<file path="config.mk">
export PLATFORM = sky130hd
export DESIGN_NAME = gpic_top
export DESIGN_NICKNAME = d
export VERILOG_FILES = /design/src/logic/gpic_pkg.sv /design/src/logic/gpic_top.sv /design/src/logic/gpic_pin_sync.sv
export VERILOG_INCLUDE_DIRS = /design/src /design/src/logic
export SDC_FILE = /design/constraint.sdc
export NUM_CORES = 1
export LEC_CHECK = 0
export ABC_AREA = 1
export BUFFER_PORTS_ARGS = -buffer_cell sky130_fd_sc_hd__clkbuf_2
export CORE_MARGIN = 4
export CORE_UTILIZATION = 61
export CTS_CLUSTER_SIZE = 20
export DETAILED_ROUTE_END_ITERATION = 12
export GPL_TIMING_DRIVEN = 0
export PLACE_DENSITY_LB_ADDON = 0.3
export SETUP_SLACK_MARGIN = 0.5
export SLEW_MARGIN = 10
export SYNTH_ARGS = -nofsm -noshare
export SYNTH_HDL_FRONTEND = slang
export SYNTH_SLANG_ARGS = --single-unit
</file>
<file path="constraint.sdc">
create_clock -name sys_clk -period 3.55 [get_ports sys_clk]
set_input_delay 0.71 -clock sys_clk [delete_from_list [all_inputs] [get_ports sys_clk]]
set_output_delay 0.71 -clock sys_clk [all_outputs]
set_load 0.1 [all_outputs]
</file>
<file path="src/logic/gpic_cfg.svh">
// gpic_cfg.svh: register offsets, field positions, reset values, sizes
// assumes: included by bare name from the package and the design modules
`ifndef GPIC_CFG_SVH
`define GPIC_CFG_SVH

// register offsets on the i2c byte pointer
`define GPIC_SYS_EN 8'h09
`define GPIC_SYS_STA 8'h0A
`define GPIC_EN_LO 8'h0B
`define GPIC_EN_HI 8'h0C
`define GPIC_STA_LO 8'h0D
`define GPIC_STA_HI 8'h0E
`define GPIC_MON_LO 8'h10
`define GPIC_MON_HI 8'h11
`define GPIC_SET_LO 8'h12
`define GPIC_SET_HI 8'h13
`define GPIC_DIR_LO 8'h14
`define GPIC_DIR_HI 8'h15
`define GPIC_FN_LO 8'h16
`define GPIC_FN_HI 8'h17

// field positions and sizes
`define GPIC_NPIN 3
`define GPIC_SYS_GPIO_BIT 7
`define GPIC_SYNC_W 5
`define GPIC_SCL_BIT 3
`define GPIC_SDA_BIT 4
`define GPIC_PRIME_CNT 3'h4 // edges after reset before pin changes count

// reset values
`define GPIC_EN_RST 3'h0
`define GPIC_STA_RST 3'h0
`define GPIC_SET_RST 3'h0
`define GPIC_DIR_RST 3'h0
`define GPIC_FN_RST 3'h7
`define GPIC_SYS_EN_RST 1'h0
`define GPIC_SYS_STA_RST 1'h0

// i2c slave address, arbitrary value
`define GPIC_I2C_ADDR 7'h5A

`endif

</file>
<file path="src/logic/gpic_pkg.sv">
// gpic_pkg: types shared by the pin interrupt and configuration block
// assumes: gpic_cfg.svh sits on the include path
`include "gpic_cfg.svh"

package gpic_pkg;

  // register write request from the i2c side
  typedef struct packed {
    logic en;
    logic [7:0] addr;
    logic [7:0] data;
  } gpic_wr_t;

  // i2c slave states, gray codes along the usual path
  typedef enum logic [2:0] {
    ST_IDLE = 3'h0,
    ST_ADDR = 3'h1,
    ST_AACK = 3'h3,
    ST_WDATA = 3'h2,
    ST_WACK = 3'h6,
    ST_RDATA = 3'h7,
    ST_RACK = 3'h5
  } gpic_state_t;

endpackage : gpic_pkg

</file>
<file path="src/logic/gpic_top.sv">
// gpic_top: i2c register slave with pin interrupt mask/status and pin setup
// assumes: open-drain sda/scl resolved outside; pins idle high after reset
`timescale 1ns/1ps
`include "gpic_cfg.svh"

// How it works
// RULE_01: each pin has an interrupt enable bit in bits 2..0 of the low enable byte.
// RULE_02: a set enable bit lets that pin's events reach the host, a clear one blocks them.
// RULE_03: enable bits 7..3 and the high enable byte are reserved, read zero and do nothing.
// RULE_04: each pin has an interrupt status bit in bits 2..0 of the low status byte.
// RULE_05: a pin event sets its status bit whatever the enable bit holds; the code sets it only for pins in general pin use (fn_r one).
// RULE_06: writing one clears a status bit, writing zero leaves it alone.
// RULE_07: each of the three pins is set up on its own as general pin or touch input.
// RULE_08: the host should make unused pins outputs to save power.
// RULE_09: the register pointer steps on each byte so low and high bytes follow in turn.
// RULE_10: bit 7 of the system enable and status bytes gathers pin events.
// RULE_11: a one in the function byte selects general pin use, a zero selects touch.
// RULE_12: a zero direction bit makes a pin input, a one output, and all are zero at reset; the code drives a pin out only when its fn_r bit is also one.
// RULE_13: status and enable are ANDed per pin and ORed into one pin event request.
module gpic_top
  import gpic_pkg::*;
(
  // clock and reset
  input wire logic sys_clk,
  input wire logic rst,
  // i2c pins
  input wire logic scl_i,
  input wire logic sda_i,
  output logic sda_o,
  output logic sda_oe,
  // general pins
  input wire logic [`GPIC_NPIN-1:0] gpio_i,
  output logic [`GPIC_NPIN-1:0] gpio_o,
  output logic [`GPIC_NPIN-1:0] gpio_oe,
  output logic [`GPIC_NPIN-1:0] touch_sel,
  // interrupt requests toward the system interrupt logic
  output logic pin_event_req,
  output logic sys_gpio_irq
);

  logic [`GPIC_SYNC_W-1:0] lvl;
  logic [`GPIC_SYNC_W-1:0] rise;
  logic [`GPIC_SYNC_W-1:0] fall;
  logic [`GPIC_NPIN-1:0] en_r;
  logic [`GPIC_NPIN-1:0] sta_r;
  logic [`GPIC_NPIN-1:0] set_r;
  logic [`GPIC_NPIN-1:0] dir_r;
  logic [`GPIC_NPIN-1:0] fn_r;
  logic sys_en_r;
  logic sys_sta_r;
  gpic_wr_t wr_r;
  gpic_state_t st_r;
  logic [7:0] shift_r;
  logic [7:0] ptr_r;
  logic [2:0] bit_cnt_r;
  logic full_r;
  logic first_r;
  logic rw_r;
  logic nack_r;
  logic oe_r;

  // read data for one pointer value
  function automatic logic [7:0] rd_mux(input logic [7:0] a, input logic [2:0] en,
    input logic [2:0] sta, input logic [2:0] mon, input logic [2:0] set,
    input logic [2:0] dir, input logic [2:0] fn, input logic sen, input logic ssta);
    logic [7:0] d;
    d = 8'h00;
    unique case (a)
      `GPIC_SYS_EN: d = {sen, 7'h00};
      `GPIC_SYS_STA: d = {ssta, 7'h00};
      `GPIC_EN_LO: d = {5'h00, en};
      `GPIC_STA_LO: d = {5'h00, sta};
      `GPIC_MON_LO: d = {5'h00, mon};
      `GPIC_SET_LO: d = {5'h00, set};
      `GPIC_DIR_LO: d = {5'h00, dir};
      `GPIC_FN_LO: d = {5'h00, fn};
      default: d = 8'h00; // RULE_03
    endcase
    return d;
  endfunction : rd_mux

  // pin and bus synchroniser
  gpic_pin_sync u_sync (
    .sys_clk(sys_clk),
    .rst(rst),
    .raw({sda_i, scl_i, gpio_i}),
    .lvl_r(lvl),
    .rise_r(rise),
    .fall_r(fall)
  );

  // bus conditions and decoded writes
  wire scl = lvl[`GPIC_SCL_BIT];
  wire sda = lvl[`GPIC_SDA_BIT];
  wire scl_rise = rise[`GPIC_SCL_BIT];
  wire scl_fall = fall[`GPIC_SCL_BIT];
  wire bus_start = fall[`GPIC_SDA_BIT] & scl;
  wire bus_stop = rise[`GPIC_SDA_BIT] & scl;
  wire addr_hit = (shift_r[7:1] == `GPIC_I2C_ADDR);
  wire [7:0] rd_byte = rd_mux(ptr_r, en_r, sta_r, lvl[2:0], set_r, dir_r, fn_r,
                              sys_en_r, sys_sta_r);
  wire [7:0] ptr_inc = ptr_r + 8'h01;
  wire wr_en_lo = wr_r.en && (wr_r.addr == `GPIC_EN_LO);
  wire wr_sta_lo = wr_r.en && (wr_r.addr == `GPIC_STA_LO);
  wire wr_set_lo = wr_r.en && (wr_r.addr == `GPIC_SET_LO);
  wire wr_dir_lo = wr_r.en && (wr_r.addr == `GPIC_DIR_LO);
  wire wr_fn_lo = wr_r.en && (wr_r.addr == `GPIC_FN_LO);
  wire wr_sys_en = wr_r.en && (wr_r.addr == `GPIC_SYS_EN);
  wire wr_sys_sta = wr_r.en && (wr_r.addr == `GPIC_SYS_STA);

  // pin events and status update, set beats clear
  wire [2:0] sta_set = (rise[2:0] | fall[2:0]) & fn_r; // RULE_05
  wire [2:0] sta_clr = wr_sta_lo ? wr_r.data[2:0] : 3'h0; // RULE_06
  wire [2:0] sta_nxt = (sta_r & ~sta_clr) | sta_set; // RULE_04
  wire sys_clr = wr_sys_sta & wr_r.data[`GPIC_SYS_GPIO_BIT];

  // pin outputs and event requests
  assign gpio_o = set_r;
  assign gpio_oe = dir_r & fn_r; // RULE_12
  assign touch_sel = ~fn_r; // RULE_11
  assign pin_event_req = |(sta_r & en_r); // RULE_02 RULE_13
  assign sys_gpio_irq = sys_sta_r & sys_en_r; // RULE_10
  assign sda_o = 1'b0;
  assign sda_oe = oe_r;

  // register file; reserved bits and high bytes are never stored
  always_ff @(posedge sys_clk)
  begin
    if (rst)
    begin
      en_r <= `GPIC_EN_RST;
      sta_r <= `GPIC_STA_RST;
      set_r <= `GPIC_SET_RST;
      dir_r <= `GPIC_DIR_RST;
      fn_r <= `GPIC_FN_RST;
      sys_en_r <= `GPIC_SYS_EN_RST;
      sys_sta_r <= `GPIC_SYS_STA_RST;
    end
    else
    begin
      if (wr_en_lo) en_r <= wr_r.data[2:0]; // RULE_01
      sta_r <= sta_nxt;
      if (wr_set_lo) set_r <= wr_r.data[2:0];
      if (wr_dir_lo) dir_r <= wr_r.data[2:0]; // RULE_12
      if (wr_fn_lo) fn_r <= wr_r.data[2:0]; // RULE_07
      if (wr_sys_en) sys_en_r <= wr_r.data[`GPIC_SYS_GPIO_BIT];
      sys_sta_r <= (sys_sta_r & ~sys_clr) | pin_event_req; // RULE_10
    end
  end

  // i2c slave: bits taken on scl rise, driven after scl fall
  always_ff @(posedge sys_clk)
  begin
    if (rst)
    begin
      st_r <= ST_IDLE;
      shift_r <= 8'h00;
      ptr_r <= 8'h00;
      bit_cnt_r <= 3'h0;
      full_r <= 1'b0;
      first_r <= 1'b0;
      rw_r <= 1'b0;
      nack_r <= 1'b0;
      oe_r <= 1'b0;
      wr_r <= '0;
    end
    else
    begin
      wr_r.en <= 1'b0;
      if (bus_start)
      begin
        st_r <= ST_ADDR;
        bit_cnt_r <= 3'h0;
        full_r <= 1'b0;
        first_r <= 1'b1;
        oe_r <= 1'b0;
      end
      else if (bus_stop)
      begin
        st_r <= ST_IDLE;
        oe_r <= 1'b0;
      end
      else if (scl_rise)
      begin
        if (st_r == ST_ADDR || st_r == ST_WDATA || st_r == ST_RDATA)
        begin
          if (st_r != ST_RDATA) shift_r <= {shift_r[6:0], sda};
          bit_cnt_r <= bit_cnt_r + 3'h1;
          full_r <= (bit_cnt_r == 3'h7);
        end
        if (st_r == ST_RACK) nack_r <= sda;
      end
      else if (scl_fall)
      begin
        unique case (st_r)
          ST_IDLE: st_r <= ST_IDLE;
          ST_ADDR:
          begin
            if (full_r)
            begin
              st_r <= addr_hit ? ST_AACK : ST_IDLE;
              oe_r <= addr_hit;
              rw_r <= shift_r[0];
            end
          end
          ST_AACK, ST_RACK:
          begin
            full_r <= 1'b0;
            bit_cnt_r <= 3'h0;
            if (st_r == ST_RACK && nack_r)
            begin
              st_r <= ST_IDLE;
              oe_r <= 1'b0;
            end
            else if (rw_r)
            begin
              st_r <= ST_RDATA;
              shift_r <= rd_byte;
              oe_r <= ~rd_byte[7];
            end
            else
            begin
              st_r <= ST_WDATA;
              oe_r <= 1'b0;
            end
          end
          ST_WDATA:
          begin
            if (full_r)
            begin
              st_r <= ST_WACK;
              oe_r <= 1'b1;
              first_r <= 1'b0;
              if (first_r)
                ptr_r <= shift_r;
              else
              begin
                wr_r <= '{en: 1'b1, addr: ptr_r, data: shift_r};
                ptr_r <= ptr_inc; // RULE_09
              end
            end
          end
          ST_WACK:
          begin
            st_r <= ST_WDATA;
            oe_r <= 1'b0;
            full_r <= 1'b0;
            bit_cnt_r <= 3'h0;
          end
          ST_RDATA:
          begin
            if (full_r)
            begin
              st_r <= ST_RACK;
              oe_r <= 1'b0;
              ptr_r <= ptr_inc; // RULE_09
            end
            else
            begin
              shift_r <= {shift_r[6:0], 1'b0};
              oe_r <= ~shift_r[6];
            end
          end
        endcase
      end
    end
  end

  // checks on the register file and event paths
  AST_EN_STORE: assert property (@(posedge sys_clk) disable iff (rst) // RULE_01
    wr_en_lo |=> en_r == $past(wr_r.data[2:0]))
    else $error("enable bits not stored");
  AST_MASK_BLOCKS: assert property (@(posedge sys_clk) disable iff (rst) // RULE_02
    (en_r == 3'h0) |-> !pin_event_req)
    else $error("masked pin raised a request");
  AST_RSVD_ZERO: assert property (@(posedge sys_clk) disable iff (rst) // RULE_03
    (ptr_r == `GPIC_EN_HI || ptr_r == `GPIC_STA_HI) |-> rd_byte == 8'h00)
    else $error("reserved byte reads nonzero");
  AST_STA_SET: assert property (@(posedge sys_clk) disable iff (rst) // RULE_05
    (sta_set != 3'h0) |=> (sta_r & $past(sta_set)) == $past(sta_set))
    else $error("pin event lost");
  AST_W1C: assert property (@(posedge sys_clk) disable iff (rst) // RULE_06
    (wr_sta_lo && sta_set == 3'h0) |=>
      sta_r == ($past(sta_r) & ~$past(wr_r.data[2:0])))
    else $error("status write one clear wrong");
  AST_PTR_STEP: assert property (@(posedge sys_clk) disable iff (rst) // RULE_09
    (scl_fall && !bus_start && !bus_stop && st_r == ST_RDATA && full_r) |=>
      ptr_r == $past(ptr_r) + 8'h01 ##1 st_r == ST_RACK)
    else $error("read pointer did not step");
  AST_SYS_GATHER: assert property (@(posedge sys_clk) disable iff (rst) // RULE_10
    pin_event_req |=> sys_sta_r && (!sys_en_r || sys_gpio_irq))
    else $error("system pin status not set");
  AST_FN_TOUCH: assert property (@(posedge sys_clk) disable iff (rst) // RULE_11
    wr_fn_lo |=> touch_sel == ~$past(wr_r.data[2:0]) && (gpio_oe & touch_sel) == 3'h0)
    else $error("function select wrong");
  AST_DIR_RESET: assert property (@(posedge sys_clk) // RULE_12
    $past(rst) |-> dir_r == 3'h0 && gpio_oe == 3'h0)
    else $error("direction not input after reset");
  AST_REQ_LATE: assert property (@(posedge sys_clk) disable iff (rst) // RULE_13
    ((sta_set & en_r) != 3'h0 && !wr_en_lo) |=> pin_event_req)
    else $error("enabled event gave no request");

endmodule : gpic_top

</file>
<file path="src/logic/gpic_pin_sync.sv">
// gpic_pin_sync: three-stage synchroniser with agreement filter per pin
// assumes: raw inputs are asynchronous to sys_clk
`timescale 1ns/1ps
`include "gpic_cfg.svh"

module gpic_pin_sync
  import gpic_pkg::*;
(
  // clock and reset
  input wire logic sys_clk,
  input wire logic rst,
  // raw pins
  input wire logic [`GPIC_SYNC_W-1:0] raw,
  // filtered level and change pulses
  output logic [`GPIC_SYNC_W-1:0] lvl_r,
  output logic [`GPIC_SYNC_W-1:0] rise_r,
  output logic [`GPIC_SYNC_W-1:0] fall_r
);

  logic [`GPIC_SYNC_W-1:0] s1_r;
  logic [`GPIC_SYNC_W-1:0] s2_r;
  logic [`GPIC_SYNC_W-1:0] s3_r;
  logic [2:0] prime_r;
  wire armed = (prime_r == `GPIC_PRIME_CNT);
  wire [`GPIC_SYNC_W-1:0] agree = ~(s2_r ^ s3_r);
  wire [`GPIC_SYNC_W-1:0] lvl_nxt = (agree & s3_r) | (~agree & lvl_r);
  // no edges until the chain holds real pin levels, so reset gives no false event
  wire [`GPIC_SYNC_W-1:0] rise_nxt = {`GPIC_SYNC_W{armed}} & lvl_nxt & ~lvl_r;
  wire [`GPIC_SYNC_W-1:0] fall_nxt = {`GPIC_SYNC_W{armed}} & ~lvl_nxt & lvl_r;

  // shift chain; a change counts once stages two and three agree
  always_ff @(posedge sys_clk)
  begin
    if (rst)
    begin
      s1_r <= '1;
      s2_r <= '1;
      s3_r <= '1;
      lvl_r <= '1;
      rise_r <= '0;
      fall_r <= '0;
      prime_r <= 3'h0;
    end
    else
    begin
      s1_r <= raw;
      s2_r <= s1_r;
      s3_r <= s2_r;
      lvl_r <= lvl_nxt;
      rise_r <= rise_nxt;
      fall_r <= fall_nxt;
      if (!armed) prime_r <= prime_r + 3'h1;
    end
  end

endmodule : gpic_pin_sync

</file>
; After elaboration in Yosys (flattened, before gate mapping)
; Cells that the tools add are included.
[word_totals]
out_inout_bits = 13
register_bits = 94
inputBits = 7
elab_cells = 187
[classes]
add_sub_neg = 3
reduce_logical = 36
muxes = 46
eq_ne = 39
bitwise = 36
[op_table]
columns = cell, count
row1 = $mux W8, 10
row2 = $eq A8 B4 Y1 const B, 8
row3 = $pmux W8 S8, 1
row4 = $eq A8 B5 Y1 const B, 7
row5 = $pmux W8 S2, 2
row6 = $and A5 B5 Y5, 6
row7 = $mux W3, 10
row8 = $not A5 Y5, 4
row9 = $reduce_and A5 Y1, 4
row10 = $mux W1, 19
row11 = $pmux W3 S6, 1
row12 = $mux W17, 1
row13 = $eq A3 B3 Y1 const B, 5
row14 = $ne A2 B2 Y1 const B, 7
row15 = $reduce_and A7 Y1, 2
row16 = $and A3 B3 Y3, 4
row17 = $ne A4 B4 Y1 const B, 3
row18 = $reduce_bool A2 Y1, 6
row19 = $not A1 Y1, 10
row20 = $ne A3 B2 Y1 const B, 3
row21 = $reduce_and A9 Y1, 1
row22 = $reduce_or A3 Y1, 3
row23 = $add A8 B1 Y8 const B, 1
row24 = $logic_and A1 B1 Y1, 8
row25 = 21 further kinds, 34

; Longest topological paths before layout
[logic_depth]
word_depth = 8
depth_mapped = 12
depth_no_buf = 12

; Cells and area by module
; A second synthesis with hierarchy kept.
[hier_totals]
cells_unflattened = 611
hier_area_um2 = 4221.5
[modules_own_cells]
columns = mod, area_each_um2, seq_area_each_um2, instances, cells_per_inst
row1 = gpic_top, 3129.3, 1141.1, 1, 483
row2 = gpic_pin_sync, 1092.3, 660.6, 1, 128

; Worst setup path after synthesis
; Ideal clock, no wire load.
[synth_timing]
kind = reg2out
startpoint = register en_r[1]
endpoint = output pin_event_req
t_required_ps = 2840
n_path_buf = 0
arrival_ps = 1122
path_stages_with_launch = 3
path_slack_ps = 1718
cell_sequence = dfxtp_1 > nand2_1 > nand3_1
[synth_via]
elab_chain_cells = 2
[synth_lines]
columns = element, line
row1 = start: declaration, gpic_top.sv:44  ; logic [`GPIC_NPIN-1:0] en_r;
row2 = start signal: assignment, gpic_top.sv:131  ; en_r <= `GPIC_EN_RST;
row3 = start signal: assignment, gpic_top.sv:141  ; if (wr_en_lo) en_r <= wr_r.data[2:0];
row4 = $and A3 B3 Y3, gpic_top.sv:121  ; assign pin_event_req = |(sta_r & en_r);
row5 = $reduce_or A3 Y1, gpic_top.sv:121
row6 = end: declaration, gpic_top.sv:37  ; output logic pin_event_req,
; Every way passes these cells.

; Final worst setup path
; Ends and elaborated chain as after synthesis.

==> run summary <==
Status: completed
Design Power: 1.86 mW
# Post-CTS Setup Buffers: 0
Worst-Margin Slew: 621 ps
GRT overflow: 0
Total wire length: 9480 um
CP startpoint: en_r[1]
Starting Density: 63.9%
RR Startpoint: u_sync.lvl_r[3]
DRT antenna net count: 0
Pleak: 2.04 nW
Type of the worst setup path: flop to output pin
Hold_buf cts: 0
Largest net degree at the start of global routing: 18
Met2 routed WL: 4600 um
Met1 WL: 4330 um
Worst hold path type: flop to flop
DR iter-0 viols: 264
Die H: 90.5 um
Critical path endpoint category: output pin
DP Wirelength: 7160 um
Setup Viol. Count Final: 0
Critical Path RT: 2840 ps
Crit path time final: 2110 ps
CTS Buf Count: 9
Ys async rst share: 0%
GP Congestion: 0.903
Reg2reg setup slack: 1830 ps
CTS tree: built
Cts repair resizes: 0
Deepest level of the CTS H-tree: 3
Drt pass-1 iters: 5
VDD IR max: 0.000343 V
Fmax: 474 MHz
CP startpoint kind: flop
Number of fill cells in the layout: 539
Num rows: 29
Synth Flop Type: dfxtp_1
Period utilisation layout: 59.4%
Flops & latches, synth: 90
Sequential fraction of the synthesis area: 43.4%
NumNets Final: 605
Total track usage: 24.1%
First-pass GRT wire length: 16,100 um
Distinct cells, synth: 46
I/O pin count: 20
Vias: 3,784
Slew HR: 58.6%
Setup TNS: 0 ps
Reg clk slew, reported paths: 100 ps
Root buffer cell: clkbuf_8
Ant. Diodes: 0
Max-slew violations: 0
Antenna violations before repair: 0
Layout area overhead: 9.31%
Number of global-route vias before repair: 3,498
Worst hold start: u_sync.s1_r[2]
Number of flops mapped to enable cells by yosys: 0
Clock Tree Buf Depth: 2
Drt wl/cell: 14.1 um
Buffers on Ports: 17
Share of cells above drive strength 1: 12.8%
Clock sinks: 90
Vias per cell: 5.63
Total of warnings raised by yosys: 0
DR DRC count: 0
Skew-Pair Late Insertion Delay: 370 ps
Die area: 0.00819 mm2
Highest Signal Layer: met4
Post-Synthesis Cells: 562
Crit path DAT: 1400 ps
Maximum fanout along the worst path: 3
RSZ-0062 raised after global routing: no
Met3 WL: 371 um
Worst Skew: 11.6 ps
Die W: 90.5 um
Max-Cap Viols: 0
Synth Net Count: 577
Final core utilization: 69.9%
Core Footprint: 0.00649 mm2
Pwr/cell area: 411 mW/mm2
Syn_area_per_cell: 7.39 um2
Post-Syn Area: 0.00415 mm2
Final Hold Fails: 0
-- cell usage after synthesis, types with 2 or more instances --
library cell | n | share of area (%)
or2_2 | 11 | 1.7
nor3b_1 | 8 | 1.4
nor3_1 | 8 | 0.96
o211ai_1 | 5 | 0.90
nor2_1 | 62 | 5.6
nand3_1 | 37 | 4.5
a21oi_1 | 51 | 6.1
nand3_2 | 2 | 0.48
clkbuf_1 | 6 | 0.54
a211oi_1 | 7 | 1.3
ha_1 | 8 | 2.4
nand2_1 | 96 | 8.7
buf_4 | 2 | 0.36
nor4_1 | 4 | 0.60
a21oi_2 | 3 | 0.63
inv_2 | 3 | 0.27
dfxtp_1 | 90 | 43
o21ai_0 | 45 | 5.4
o21bai_1 | 2 | 0.36
nor2_2 | 2 | 0.30
nand4_1 | 5 | 0.75
o21a_1 | 2 | 0.36
buf_6 | 3 | 0.81
buf_2 | 6 | 0.72
inv_1 | 69 | 6.2
nand2_2 | 3 | 0.45
nand3b_1 | 2 | 0.36
a31oi_1 | 2 | 0.30
-- state kept, by name, indices dropped and copies added (netlist names), 5 cells and up --
name	cells
wr_r	13
ptr_r	8
shift_r	8
u_sync.fall_r	5
u_sync.lvl_r	5
u_sync.rise_r	5
u_sync.s1_r	5
u_sync.s2_r	5
u_sync.s3_r	5
-- metrics by stage --
stage	hold slack [ps]	setup slack (ps)	instance area, um2	instances
floorplan	389	1720	4150	562
global placement	393	1640	4330	656
detailed placement	398	1570	4330	656
CTS	426	1450	4540	672
global route	434	1380	4540	672
finish	421	1440	4540	672
-- power breakdown --
group	internal (mW)	switching [mW]
logic	0.0306	0.0567
registers	1.03	0.0122
clock network	0.339	0.394
-- area by class of cell --
cell class	count	area, um2	share of cell area, %
multi-input cells	380	1960	43.1
clock buffers	9	124	2.73
repair buffers	17	85.1	1.87
inverters	73	279	6.15
plain buffers	19	114	2.51
clock inverters	7	81.3	1.79
well taps	77	96.3	2.12
flip-flops and latches	90	1800	39.7
-- kinds of logic (layout without fill, tap and decap cells) --
logic type	count (synthesis)	after routing	synth area share, %
buffers and inverters	92	125	9.46
and+or+nand+nor	245	245	27.5
AOI/OAI and AO/OA	124	124	16.8
adders and majority gates	8	8	2.41
xor gates and xnor gates	2	2	0.422
DFF	90	90	43.4
other	1	1	0.0903
-- metal layers --
layer  up-vias  global-route usage (%)
met5         -                       0
met4         0                    10.1
met3        16                    3.83
met2        92                    40.4
met1      1777                    30.7
li1       1899                       -
-- cell usage in the layout, fill, tap and decap left out, types with 4 or more instances in the layout --
| master | netlist | final |
|---|---|---|
| o21ai_0 | 45 | 45 |
| inv_1 | 69 | 69 |
| clkbuf_1 | 6 | 6 |
| o211ai_1 | 5 | 5 |
| or2_2 | 11 | 11 |
| clkbuf_2 | 1 | 18 |
| nand4_1 | 5 | 5 |
| buf_2 | 6 | 6 |
| nand2_1 | 96 | 96 |
| nor3b_1 | 8 | 8 |
| nor2_1 | 62 | 62 |
| inv_6 | 0 | 4 |
| nor4_1 | 4 | 4 |
| ha_1 | 8 | 8 |
| a211oi_1 | 7 | 7 |
| a21oi_1 | 51 | 51 |
| clkbuf_8 | 0 | 9 |
| nor3_1 | 8 | 8 |
| dfxtp_1 | 90 | 90 |
| nand3_1 | 37 | 37 |
-- critical path, stage by stage, from the launching register on --
cell and delay, ps:
dfxtp_1 370, nand2_1 60, nand3_1 120, clkbuf_2 470
-- worst paths after layout --
path | end | depth (start not counted)
setup / recovery | pin_event_req | 3
hold / removal | u_sync.s2_r[2] | 1
setup reg to reg | wr_r[2] | 7
hold reg to reg | u_sync.s2_r[2] | 1
Note: power is estimated with default switching activity, not from simulation.
